<file path="src/design/dtc_regs.vh">
// Register addresses, field positions, encodings and reset values of the dual timer block
`ifndef DTC_REGS_VH
`define DTC_REGS_VH

// ****************************************************************
// Register addresses on the special function register port
// ****************************************************************
`define DTC_ADDR_CONTROL 8'h88
`define DTC_ADDR_MODE 8'h89
`define DTC_ADDR_A_LOW 8'h8a
`define DTC_ADDR_B_LOW 8'h8b
`define DTC_ADDR_A_HIGH 8'h8c
`define DTC_ADDR_B_HIGH 8'h8d
`define DTC_ADDR_CLOCK 8'h8e

// ****************************************************************
// Reset values
// ****************************************************************
`define DTC_RST_BYTE 8'h00
`define DTC_RST_MODE 2'h0

// ****************************************************************
// Timer clock control fields
// ****************************************************************
`define DTC_CK_AUX_B_HIGH 7
`define DTC_CK_AUX_B_LOW 6
`define DTC_CK_AUX_A_HIGH 5
`define DTC_CK_AUX_A_LOW 4
`define DTC_CK_TMR_B 3
`define DTC_CK_TMR_A 2
`define DTC_CK_DIV_HI 1
`define DTC_CK_DIV_LO 0

// ****************************************************************
// Timer control fields (low nibble is external interrupt logic, not here)
// ****************************************************************
`define DTC_TC_B_FLAG 7
`define DTC_TC_B_RUN 6
`define DTC_TC_A_FLAG 5
`define DTC_TC_A_RUN 4

// ****************************************************************
// Timer mode fields
// ****************************************************************
`define DTC_TM_B_GATE 7
`define DTC_TM_B_CNT 6
`define DTC_TM_B_MODE_HI 5
`define DTC_TM_B_MODE_LO 4
`define DTC_TM_A_GATE 3
`define DTC_TM_A_CNT 2
`define DTC_TM_A_MODE_HI 1
`define DTC_TM_A_MODE_LO 0

// ****************************************************************
// Operating modes
// ****************************************************************
`define DTC_MODE_13BIT 2'h0
`define DTC_MODE_16BIT 2'h1
`define DTC_MODE_RELOAD 2'h2
`define DTC_MODE_SPLIT 2'h3

// ****************************************************************
// Prescaler divider selects and ratios
// ****************************************************************
`define DTC_DIV_SEL_12 2'h0
`define DTC_DIV_SEL_4 2'h1
`define DTC_DIV_SEL_48 2'h2
`define DTC_DIV_SEL_EXT 2'h3
`define DTC_DIV_12_LAST 6'h0b
`define DTC_DIV_4_LAST 6'h03
`define DTC_DIV_48_LAST 6'h2f
`define DTC_DIV_EXT_LAST 3'h7

// ****************************************************************
// Counter constants
// ****************************************************************
`define DTC_BYTE_ALL_ONES 8'hff
`define DTC_LOW5_ALL_ONES 5'h1f
`define DTC_LOW5_ZERO 5'h00
`define DTC_ZERO_6 6'h00
`define DTC_ZERO_3 3'h0

`endif

</file>
<file path="src/design/dtc_fall_detect.v">
// Two-stage synchroniser with a falling-edge pulse for one external input
module dtc_fall_detect (
    input wire clk, // System clock
    input wire reset, // Synchronous reset, active high
    input wire pin_in, // Asynchronous external level
    output reg fall_pulse // One-cycle pulse per high-to-low transition
);

    reg stage_one; // First synchroniser flop, read only by stage_two
    reg stage_two; // Second synchroniser flop
    reg stage_prev; // Previous synchronised sample

    // ****************************************************************
    // Synchronise, then compare consecutive settled samples
    // ****************************************************************
    // Resets to high, so a pin held low at release gives one falling-edge pulse
    always @(posedge clk) begin
        if (reset) begin
            stage_one <= 1'b1;
            stage_two <= 1'b1;
            stage_prev <= 1'b1;
            fall_pulse <= 1'b0;
        end else begin
            stage_one <= pin_in;
            stage_two <= stage_one;
            stage_prev <= stage_two;
            fall_pulse <= stage_prev & ~stage_two;
        end
    end

endmodule // dtc_fall_detect

</file>
<file path="src/design/dtc_dual_timer.v">
// Two 16-bit counter/timers with shared prescaler and clock control register
`include "dtc_regs.vh"

module dtc_dual_timer (
    input wire clk, // System clock
    input wire reset, // Synchronous reset, active high
    input wire [7:0] sfr_addr, // Register address
    input wire [7:0] sfr_wdata, // Register write data
    input wire sfr_write, // Write strobe, one cycle
    input wire sfr_read, // Read strobe, one cycle
    output reg [7:0] sfr_rdata, // Read data, valid the cycle after sfr_read
    input wire count_pin_a, // External count input of timer A
    input wire count_pin_b, // External count input of timer B
    input wire ext_clock_in, // External oscillator clock, sampled
    input wire gate_input_a, // Gate input for timer A
    input wire gate_input_b, // Gate input for timer B
    input wire gate_a_polarity, // 1: gate A active high, 0: active low
    input wire gate_b_polarity, // 1: gate B active high, 0: active low
    input wire tmr_a_irq_enable, // Interrupt enable of timer A
    input wire tmr_b_irq_enable, // Interrupt enable of timer B
    input wire tmr_a_irq_ack, // Vector taken to timer A service, one cycle
    input wire tmr_b_irq_ack, // Vector taken to timer B service, one cycle
    output reg tmr_a_irq, // Timer A interrupt request, level
    output reg tmr_b_irq, // Timer B interrupt request, level
    output reg tmr_b_overflow, // Timer B overflow pulse for other peripherals
    output reg aux_a_low_clock_select, // Aux timer A low byte clock select
    output reg aux_a_high_clock_select, // Aux timer A high byte clock select
    output reg aux_b_low_clock_select, // Aux timer B low byte clock select
    output reg aux_b_high_clock_select // Aux timer B high byte clock select
);

    // ****************************************************************
    // Register state
    // ****************************************************************
    reg [7:0] timer_clock_control; // Clock control register
    reg [7:0] timer_mode_register; // Gate, counter select and mode fields
    reg tmr_a_run; // Timer A run bit
    reg tmr_b_run; // Timer B run bit
    reg tmr_a_overflow_flag; // Timer A sticky overflow
    reg tmr_b_overflow_flag; // Timer B sticky overflow
    reg [7:0] tmr_a_low_byte; // Timer A low byte
    reg [7:0] tmr_a_high_byte; // Timer A high byte
    reg [7:0] tmr_b_low_byte; // Timer B low byte
    reg [7:0] tmr_b_high_byte; // Timer B high byte
    reg [5:0] presc_count; // Internal prescaler divider
    reg [2:0] ext_count; // External clock divider
    reg presc_tick; // One-cycle prescaled clock enable

    // ****************************************************************
    // Field views
    // ****************************************************************
    wire [1:0] clock_divider_select; // Prescaler ratio
    wire tmr_a_clock_select; // 1: system clock for timer A
    wire tmr_b_clock_select; // 1: system clock for timer B
    wire tmr_a_gate_enable; // Timer A gate control
    wire tmr_b_gate_enable; // Timer B gate control
    wire tmr_a_counter_select; // Timer A counts pin edges
    wire tmr_b_counter_select; // Timer B counts pin edges
    wire [1:0] tmr_a_mode_field; // Timer A mode
    wire [1:0] tmr_b_mode_field; // Timer B mode
    wire pin_a_fall; // Synchronised falling edge of count pin A
    wire pin_b_fall; // Synchronised falling edge of count pin B
    wire ext_fall; // Synchronised falling edge of external clock

    assign clock_divider_select = timer_clock_control[`DTC_CK_DIV_HI:`DTC_CK_DIV_LO];
    assign tmr_a_clock_select = timer_clock_control[`DTC_CK_TMR_A];
    assign tmr_b_clock_select = timer_clock_control[`DTC_CK_TMR_B];
    assign tmr_a_gate_enable = timer_mode_register[`DTC_TM_A_GATE];
    assign tmr_b_gate_enable = timer_mode_register[`DTC_TM_B_GATE];
    assign tmr_a_counter_select = timer_mode_register[`DTC_TM_A_CNT];
    assign tmr_b_counter_select = timer_mode_register[`DTC_TM_B_CNT];
    assign tmr_a_mode_field = timer_mode_register[`DTC_TM_A_MODE_HI:`DTC_TM_A_MODE_LO];
    assign tmr_b_mode_field = timer_mode_register[`DTC_TM_B_MODE_HI:`DTC_TM_B_MODE_LO];

    // ****************************************************************
    // Input synchronisers
    // ****************************************************************
    // Pins must stay at each level two clocks so every edge is seen
    dtc_fall_detect u_sync_pin_a (
        .clk(clk),
        .reset(reset),
        .pin_in(count_pin_a),
        .fall_pulse(pin_a_fall)
    );

    dtc_fall_detect u_sync_pin_b (
        .clk(clk),
        .reset(reset),
        .pin_in(count_pin_b),
        .fall_pulse(pin_b_fall)
    );

    dtc_fall_detect u_sync_ext (
        .clk(clk),
        .reset(reset),
        .pin_in(ext_clock_in),
        .fall_pulse(ext_fall)
    );

    // ****************************************************************
    // Shared prescaler
    // ****************************************************************
    // Divider restarts its terminal count on the fly; a ratio change may give one short period
    reg [5:0] presc_last; // Terminal count for the selected ratio
    always @* begin
        case (clock_divider_select)
            `DTC_DIV_SEL_12: presc_last = `DTC_DIV_12_LAST;
            `DTC_DIV_SEL_4: presc_last = `DTC_DIV_4_LAST;
            default: presc_last = `DTC_DIV_48_LAST;
        endcase
    end

    // Tick generation for both internal and external sources
    always @(posedge clk) begin
        if (reset) begin
            presc_count <= `DTC_ZERO_6;
            ext_count <= `DTC_ZERO_3;
            presc_tick <= 1'b0;
        end else if (clock_divider_select == `DTC_DIV_SEL_EXT) begin
            presc_count <= `DTC_ZERO_6;
            if (ext_fall) begin
                ext_count <= ext_count + 3'h1;
            end
            presc_tick <= ext_fall && (ext_count == `DTC_DIV_EXT_LAST);
        end else begin
            ext_count <= `DTC_ZERO_3;
            if (presc_count >= presc_last) begin
                presc_count <= `DTC_ZERO_6;
                presc_tick <= 1'b1;
            end else begin
                presc_count <= presc_count + 6'h01;
                presc_tick <= 1'b0;
            end
        end
    end

    // ****************************************************************
    // Count enables
    // ****************************************************************
    wire a_split; // Timer A in split mode
    wire a_clk_tick; // Timer A timebase when counting clocks
    wire b_clk_tick; // Timer B timebase when counting clocks
    wire a_gate_open; // Gate A lets timer A run
    wire b_gate_open; // Gate B lets timer B run
    wire a_step; // Timer A (or its low byte) advances
    wire a_high_step; // Split high byte advances
    wire b_step; // Timer B advances

    assign a_split = (tmr_a_mode_field == `DTC_MODE_SPLIT);
    assign a_clk_tick = tmr_a_clock_select | presc_tick;
    assign b_clk_tick = tmr_b_clock_select | presc_tick;
    assign a_gate_open = ~tmr_a_gate_enable | (gate_input_a == gate_a_polarity);
    assign b_gate_open = ~tmr_b_gate_enable | (gate_input_b == gate_b_polarity);
    assign a_step = tmr_a_run & a_gate_open & (tmr_a_counter_select ? pin_a_fall : a_clk_tick);
    assign a_high_step = a_split & tmr_b_run & a_clk_tick;
    // With A split, B ignores its run bit and pin; mode 3 stops it either way
    assign b_step = (tmr_b_mode_field != `DTC_MODE_SPLIT) &
        (a_split ? b_clk_tick :
        (tmr_b_run & b_gate_open & (tmr_b_counter_select ? pin_b_fall : b_clk_tick)));

    // ****************************************************************
    // Next count values
    // ****************************************************************
    reg [7:0] next_a_low; // Timer A low byte after a step
    reg [7:0] next_a_high; // Timer A high byte after a step
    reg next_a_ovf; // Timer A wraps on this step
    reg [7:0] next_b_low; // Timer B low byte after a step
    reg [7:0] next_b_high; // Timer B high byte after a step
    reg next_b_ovf; // Timer B wraps on this step
    reg next_split_ovf; // Split high byte wraps

    // Timer A step; mode decode per its own field
    always @* begin
        next_a_low = tmr_a_low_byte;
        next_a_high = tmr_a_high_byte;
        next_a_ovf = 1'b0;
        next_split_ovf = (tmr_a_high_byte == `DTC_BYTE_ALL_ONES);
        case (tmr_a_mode_field)
            `DTC_MODE_13BIT: begin
                // Upper low-byte bits are left alone and read as whatever they hold
                next_a_low[4:0] = tmr_a_low_byte[4:0] + 5'h01;
                if (tmr_a_low_byte[4:0] == `DTC_LOW5_ALL_ONES) begin
                    next_a_high = tmr_a_high_byte + 8'h01;
                    next_a_ovf = (tmr_a_high_byte == `DTC_BYTE_ALL_ONES);
                end
            end
            `DTC_MODE_16BIT: begin
                next_a_low = tmr_a_low_byte + 8'h01;
                if (tmr_a_low_byte == `DTC_BYTE_ALL_ONES) begin
                    next_a_high = tmr_a_high_byte + 8'h01;
                    next_a_ovf = (tmr_a_high_byte == `DTC_BYTE_ALL_ONES);
                end
            end
            `DTC_MODE_RELOAD: begin
                next_a_ovf = (tmr_a_low_byte == `DTC_BYTE_ALL_ONES);
                next_a_low = next_a_ovf ? tmr_a_high_byte : tmr_a_low_byte + 8'h01;
            end
            default: begin
                next_a_low = tmr_a_low_byte + 8'h01;
                next_a_ovf = (tmr_a_low_byte == `DTC_BYTE_ALL_ONES);
                next_a_high = tmr_a_high_byte + 8'h01;
            end
        endcase
    end

    // Timer B step; mode 3 never reaches a step
    always @* begin
        next_b_low = tmr_b_low_byte;
        next_b_high = tmr_b_high_byte;
        next_b_ovf = 1'b0;
        case (tmr_b_mode_field)
            `DTC_MODE_13BIT: begin
                next_b_low[4:0] = tmr_b_low_byte[4:0] + 5'h01;
                if (tmr_b_low_byte[4:0] == `DTC_LOW5_ALL_ONES) begin
                    next_b_high = tmr_b_high_byte + 8'h01;
                    next_b_ovf = (tmr_b_high_byte == `DTC_BYTE_ALL_ONES);
                end
            end
            `DTC_MODE_16BIT: begin
                next_b_low = tmr_b_low_byte + 8'h01;
                if (tmr_b_low_byte == `DTC_BYTE_ALL_ONES) begin
                    next_b_high = tmr_b_high_byte + 8'h01;
                    next_b_ovf = (tmr_b_high_byte == `DTC_BYTE_ALL_ONES);
                end
            end
            `DTC_MODE_RELOAD: begin
                next_b_ovf = (tmr_b_low_byte == `DTC_BYTE_ALL_ONES);
                next_b_low = next_b_ovf ? tmr_b_high_byte : tmr_b_low_byte + 8'h01;
            end
            default: begin
                next_b_ovf = 1'b0;
            end
        endcase
    end

    // ****************************************************************
    // Flag set and clear terms
    // ****************************************************************
    wire a_flag_set; // Hardware sets timer A flag
    wire b_flag_set; // Hardware sets timer B flag
    wire ctl_write; // Write to the timer control register
    wire next_a_flag; // Timer A flag next value
    wire next_b_flag; // Timer B flag next value

    assign ctl_write = sfr_write && (sfr_addr == `DTC_ADDR_CONTROL);
    assign a_flag_set = a_step & next_a_ovf;
    // In split mode only the high byte of A may raise B's flag
    assign b_flag_set = a_split ? (a_high_step & next_split_ovf) : (b_step & next_b_ovf);
    // Set wins over software clear and over the vector acknowledge
    assign next_a_flag = a_flag_set | (~tmr_a_irq_ack &
        (ctl_write ? sfr_wdata[`DTC_TC_A_FLAG] : tmr_a_overflow_flag));
    assign next_b_flag = b_flag_set | (~tmr_b_irq_ack &
        (ctl_write ? sfr_wdata[`DTC_TC_B_FLAG] : tmr_b_overflow_flag));

    // ****************************************************************
    // Registers, counters and flags
    // ****************************************************************
    // A software write to a count byte takes precedence over a count in the same cycle
    always @(posedge clk) begin
        if (reset) begin
            timer_clock_control <= `DTC_RST_BYTE;
            timer_mode_register <= `DTC_RST_BYTE;
            tmr_a_run <= 1'b0;
            tmr_b_run <= 1'b0;
            tmr_a_overflow_flag <= 1'b0;
            tmr_b_overflow_flag <= 1'b0;
            tmr_a_low_byte <= `DTC_RST_BYTE;
            tmr_a_high_byte <= `DTC_RST_BYTE;
            tmr_b_low_byte <= `DTC_RST_BYTE;
            tmr_b_high_byte <= `DTC_RST_BYTE;
        end else begin
            tmr_a_overflow_flag <= next_a_flag;
            tmr_b_overflow_flag <= next_b_flag;
            if (ctl_write) begin
                // Run bits only gate counting; counts are untouched
                tmr_a_run <= sfr_wdata[`DTC_TC_A_RUN];
                tmr_b_run <= sfr_wdata[`DTC_TC_B_RUN];
            end
            if (sfr_write && (sfr_addr == `DTC_ADDR_MODE)) begin
                timer_mode_register <= sfr_wdata;
            end
            if (sfr_write && (sfr_addr == `DTC_ADDR_CLOCK)) begin
                timer_clock_control <= sfr_wdata;
            end
            // Timer A low byte
            if (sfr_write && (sfr_addr == `DTC_ADDR_A_LOW)) begin
                tmr_a_low_byte <= sfr_wdata;
            end else if (a_step) begin
                tmr_a_low_byte <= next_a_low;
            end
            // Timer A high byte: owned by A, or by the split high counter
            if (sfr_write && (sfr_addr == `DTC_ADDR_A_HIGH)) begin
                tmr_a_high_byte <= sfr_wdata;
            end else if (a_split ? a_high_step : a_step) begin
                tmr_a_high_byte <= next_a_high;
            end
            // Timer B bytes
            if (sfr_write && (sfr_addr == `DTC_ADDR_B_LOW)) begin
                tmr_b_low_byte <= sfr_wdata;
            end else if (b_step) begin
                tmr_b_low_byte <= next_b_low;
            end
            if (sfr_write && (sfr_addr == `DTC_ADDR_B_HIGH)) begin
                tmr_b_high_byte <= sfr_wdata;
            end else if (b_step) begin
                tmr_b_high_byte <= next_b_high;
            end
        end
    end

    // ****************************************************************
    // Registered outputs
    // ****************************************************************
    // Interrupt follows the flag value being stored, so both change on one edge
    always @(posedge clk) begin
        if (reset) begin
            tmr_a_irq <= 1'b0;
            tmr_b_irq <= 1'b0;
            tmr_b_overflow <= 1'b0;
            aux_a_low_clock_select <= 1'b0;
            aux_a_high_clock_select <= 1'b0;
            aux_b_low_clock_select <= 1'b0;
            aux_b_high_clock_select <= 1'b0;
            sfr_rdata <= `DTC_RST_BYTE;
        end else begin
            tmr_a_irq <= next_a_flag & tmr_a_irq_enable;
            tmr_b_irq <= next_b_flag & tmr_b_irq_enable;
            tmr_b_overflow <= b_step & next_b_ovf;
            aux_a_low_clock_select <= timer_clock_control[`DTC_CK_AUX_A_LOW];
            aux_a_high_clock_select <= timer_clock_control[`DTC_CK_AUX_A_HIGH];
            aux_b_low_clock_select <= timer_clock_control[`DTC_CK_AUX_B_LOW];
            aux_b_high_clock_select <= timer_clock_control[`DTC_CK_AUX_B_HIGH];
            // Read mux; unmapped addresses return zero
            if (!sfr_read) begin
                sfr_rdata <= `DTC_RST_BYTE;
            end else if (sfr_addr == `DTC_ADDR_CONTROL) begin
                sfr_rdata <= {tmr_b_overflow_flag, tmr_b_run, tmr_a_overflow_flag, tmr_a_run, 4'h0};
            end else if (sfr_addr == `DTC_ADDR_MODE) begin
                sfr_rdata <= timer_mode_register;
            end else if (sfr_addr == `DTC_ADDR_CLOCK) begin
                sfr_rdata <= timer_clock_control;
            end else if (sfr_addr == `DTC_ADDR_A_LOW) begin
                sfr_rdata <= tmr_a_low_byte;
            end else if (sfr_addr == `DTC_ADDR_A_HIGH) begin
                sfr_rdata <= tmr_a_high_byte;
            end else if (sfr_addr == `DTC_ADDR_B_LOW) begin
                sfr_rdata <= tmr_b_low_byte;
            end else if (sfr_addr == `DTC_ADDR_B_HIGH) begin
                sfr_rdata <= tmr_b_high_byte;
            end else begin
                sfr_rdata <= `DTC_RST_BYTE;
            end
        end
    end

endmodule // dtc_dual_timer

</file>
<file path="config.mk">
export PLATFORM = sky130hd
export DESIGN_NAME = dtc_dual_timer
export DESIGN_NICKNAME = d
export VERILOG_FILES = /design/src/design/dtc_fall_detect.v /design/src/design/dtc_dual_timer.v
export VERILOG_INCLUDE_DIRS = /design/src /design/src/design
export SDC_FILE = /design/constraint.sdc
export NUM_CORES = 1
export LEC_CHECK = 0
export ABC_AREA = 1
export ABC_CLOCK_PERIOD_IN_PS = 5500
export BUFFER_PORTS_ARGS = -buffer_cell sky130_fd_sc_hd__buf_2
export CAP_MARGIN = 20
export CORE_MARGIN = 3
export CORE_UTILIZATION = 30
export DETAILED_ROUTE_END_ITERATION = 10
export SLEW_MARGIN = 20
export SYNTH_ARGS = -nofsm -noshare
export SYNTH_HDL_FRONTEND = slang
export SYNTH_SLANG_ARGS = --single-unit
</file>
<file path="constraint.sdc">
create_clock -name clk -period 5.5 [get_ports clk]
set_input_delay 0.275 -clock clk [delete_from_list [all_inputs] [get_ports clk]]
set_output_delay 0.275 -clock clk [all_outputs]
set_load 0.01 [all_outputs]
</file>
==> results.md <==
* FF/Latch Area at 1782 um^2
* Hold WC Path Type: input port to flop
* Post-route ant nets at 0
* Area contributors post-synth: dfxtp_1 34%, nand2_1 14%, nand3_1 7.9%
* Worst path arrival time at 2.25 ns
* Initial Util at 31.22%
* H-Tree Depth at 3
* Clock share of power at 47.7%
* Max-slew violations at 0
* Total GRT Usage at 16.21%
* Fill cell count at 1862
* Post-cts resize count at 0
* Cell row count at 47
* Tmin final at 2.040 ns
* Synth async-reset ratio at 0%
* Maxcap violations at 0
* Synthesized area at 5269 um^2
* Critical path's top delay family: simple AND/OR/NAND/NOR gates
* Commonest cells after routing, fill and taps aside: 192 x nand2_1, 97 x inv_1, 89 x dfxtp_1
* CORE AREA at 16880 um^2
* Initial antenna violation count at 0
* DP HPWL at 11330 um
* Area grow syn2layout at 13.20%
* CTS tree: yes
* Io pins at 46
* Leakage power at 0.002671 uW
* R2R Setup Slk at 3.46 ns
* Die Span Y at 138.5 um
* Nature of the critical path endpoint: flop
* Biggest cell delay along the critical path at 0.37 ns
* Setup Fix Bufs, Post-CTS at 0
* Synth Register Bits at 89
* Post-Syn Area per Cell at 6.636 um^2
* Post-synth net total at 842
* Placer Congestion at 0.9109
* Final core occ at 35.34%
* Wire per inst at 14.70 um
* Vias in the first global route at 4594
* Worst endpoint required time at 5.71 ns
* Share of the synthesized area in the top cell type at 33.82%
* Switching share of power at 23.76%
* First-pass GRT wire length at 24940 um
* Final Hold Viols at 0
* Fmax at 490.1 MHz
* CTS sink count at 89
* Primary FF master, synth: dfxtp_1
* Synth warn at 0
* Slowest-stage cell, CP: dfxtp_1
* Post-Synthesis Cells at 794
* Commonest non-fill, non-tap cell in the layout: nand2_1
* Clock Tree Buf Depth at 2
* Setup CP Type: flop to flop
* Crit path cell chain: ha_1 > nand2_1 > nor2_2 > ha_1 > or2_2 > nand2_1 > a21oi_1 > nand2_2 > nand2_2 > nand2_1 > a21oi_1
* Peak supply drop at 152.4 uV
* Flop pwr share at 47.5%
* Vias per Instance at 4.835
* DR iter-0 viols at 381
* Post-synth top area cell: dfxtp_1
* Inserted Clock Buffers at 9
* Layout cells sized above 1 at 14.03%
* # DRC at 0
* Root buffer cell: clkbuf_16
* Die W at 138.5 um
* Multi-input logic area at 2965 um^2
* Tcrit/Tclk final at 37.10%
* RSZ-0062 raised after global routing: false
* Worst Tran Pin Value at 0.7855 ns
* Die Area at 19190 um^2
* Final setup vio count at 0
* TNS Setup at 0 ns
* PD cells at 230.3 nW/um^2
* Vias at 5096
* Skew final at 0.01664 ns
* NetSw at 326.4 uW
* Relative slew slack at 47.58%
* CP Max Fanout at 9
* Comb pwr share at 4.8%
* Hold buffer count at CTS at 0
* Top cell by count, worst path: nand2_1
* Critical path startpoint category: flop
* Grt total ovfl at 0
* Worst-skew pair later-pin latency at 0.36 ns
* Status: finished, final reports clean
* Post-synth EDFFs at 0
* Pin count of the biggest net entering global routing at 50
* Pre-Repair DR Iteration Count at 5
* Worst Path Buf+Inv at 0
* Sequential share of the synthesized area at 33.82%
* Drt total wl at 15490 um
* Placed Instance Area at 5650 um^2
* Netlist cell types at 37
* Port Buffer Count at 45
* Clk slew on worst S/H paths at 0.06 ns
* Nets@finish at 877
* Design area at 5964 um^2
* Antenna Cells at 0
* Internal power at 1047 uW
-- flip-flops by register name (all words and copies together), names as in the netlist, 3 cells and up --
| name | count |
|---|---|
| tmr_b_low_byte | 8 |
| timer_mode_register | 8 |
| ext_count | 3 |
| sfr_rdata | 8 |
| presc_count | 6 |
| tmr_a_low_byte | 8 |
| timer_clock_control | 8 |
| tmr_b_high_byte | 8 |
| tmr_a_high_byte | 8 |
-- per-layer routing --
metal  track usage (%)  wire length [um]  up-vias
met5                 0                 0        -
met4             4.680               261        0
met3             3.349              1038       19
met2             24.61              6716      150
met1             23.24              7475     2310
li1                  -                 -     2617
-- power groups by stage --
stage	registers, uW	logic [uW]	clock network, uW
after floorplan	667	33.9	0
after CTS	653	65.6	670
after global placement	667	65.3	0
final	653	66.1	655
after global routing	653	72.6	697
after detailed placement	668	65.3	0
-- path summary, 6_finish.rpt --
kind	depth (start not counted)	from	end
max	11	tmr_a_low_byte[0]	tmr_a_high_byte[2]
min	2	count_pin_a	u_sync_pin_a.stage_one
max reg2reg	11	tmr_a_low_byte[0]	tmr_a_high_byte[2]
min reg2reg	2	u_sync_pin_a.stage_prev	u_sync_pin_a.fall_pulse
-- area by class of cell --
type,instances,area share [%]
multi-input cells,579,49.72
flip-flops and latches,89,29.87
inverters,104,6.629
well taps,220,4.615
clock buffers,11,4.237
repair buffers,46,3.902
clock inverters,5,1.028
-- cell families (layout without fill, tap and decap cells) --
kind of cell | after synthesis | after routing | share of synthesized area [%]
AOI/OAI and AO/OA | 110 | 110 | 10.57
xor gates and xnor gates | 14 | 14 | 2.327
adders and majority gates | 17 | 17 | 4.037
buffers and inverters | 126 | 166 | 9.902
DFF | 89 | 89 | 33.82
muxes | 2 | 2 | 0.4274
and+or+nand+nor | 436 | 436 | 38.92
-- worst reg2reg max path, delay by kind of cell (launching register included) --
family,cells,cell delay (ns)
AO/OA/AOI/OAI,2,0.11
adder cells (fa/ha/maj),2,0.41
flip-flops,1,0.37
AND/OR/NAND/NOR,7,1.03
-- cell usage after synthesis, types with 4 or more instances --
cell type / number
nor2_1: 81
nand3b_1: 4
clkbuf_1: 8
nand2_1: 192
inv_2: 6
inv_1: 97
nand2_2: 13
nor3_1: 9
xnor2_1: 5
nor2_4: 7
buf_2: 7
ha_1: 17
o21ai_0: 52
or2_2: 14
dfxtp_1: 89
xor2_1: 9
nand4_1: 18
a21oi_1: 54
nand3_1: 83
-- stage by stage --
stage          worst slack [ns]  hold slack [ns]  instances  total power (uW)
3_5_place_dp              3.317           0.3981       1038             733.0
3_3_place_gp              3.326           0.3946       1038             732.8
2_1_floorplan             3.790           0.3788        794             700.5
5_1_grt                   3.257           0.1077       1054              1423
6_report                  3.460           0.1100       1054              1374
4_1_cts                   3.472          0.09881       1054              1388
No activity file was read; power rests on OpenSTA's default activity.
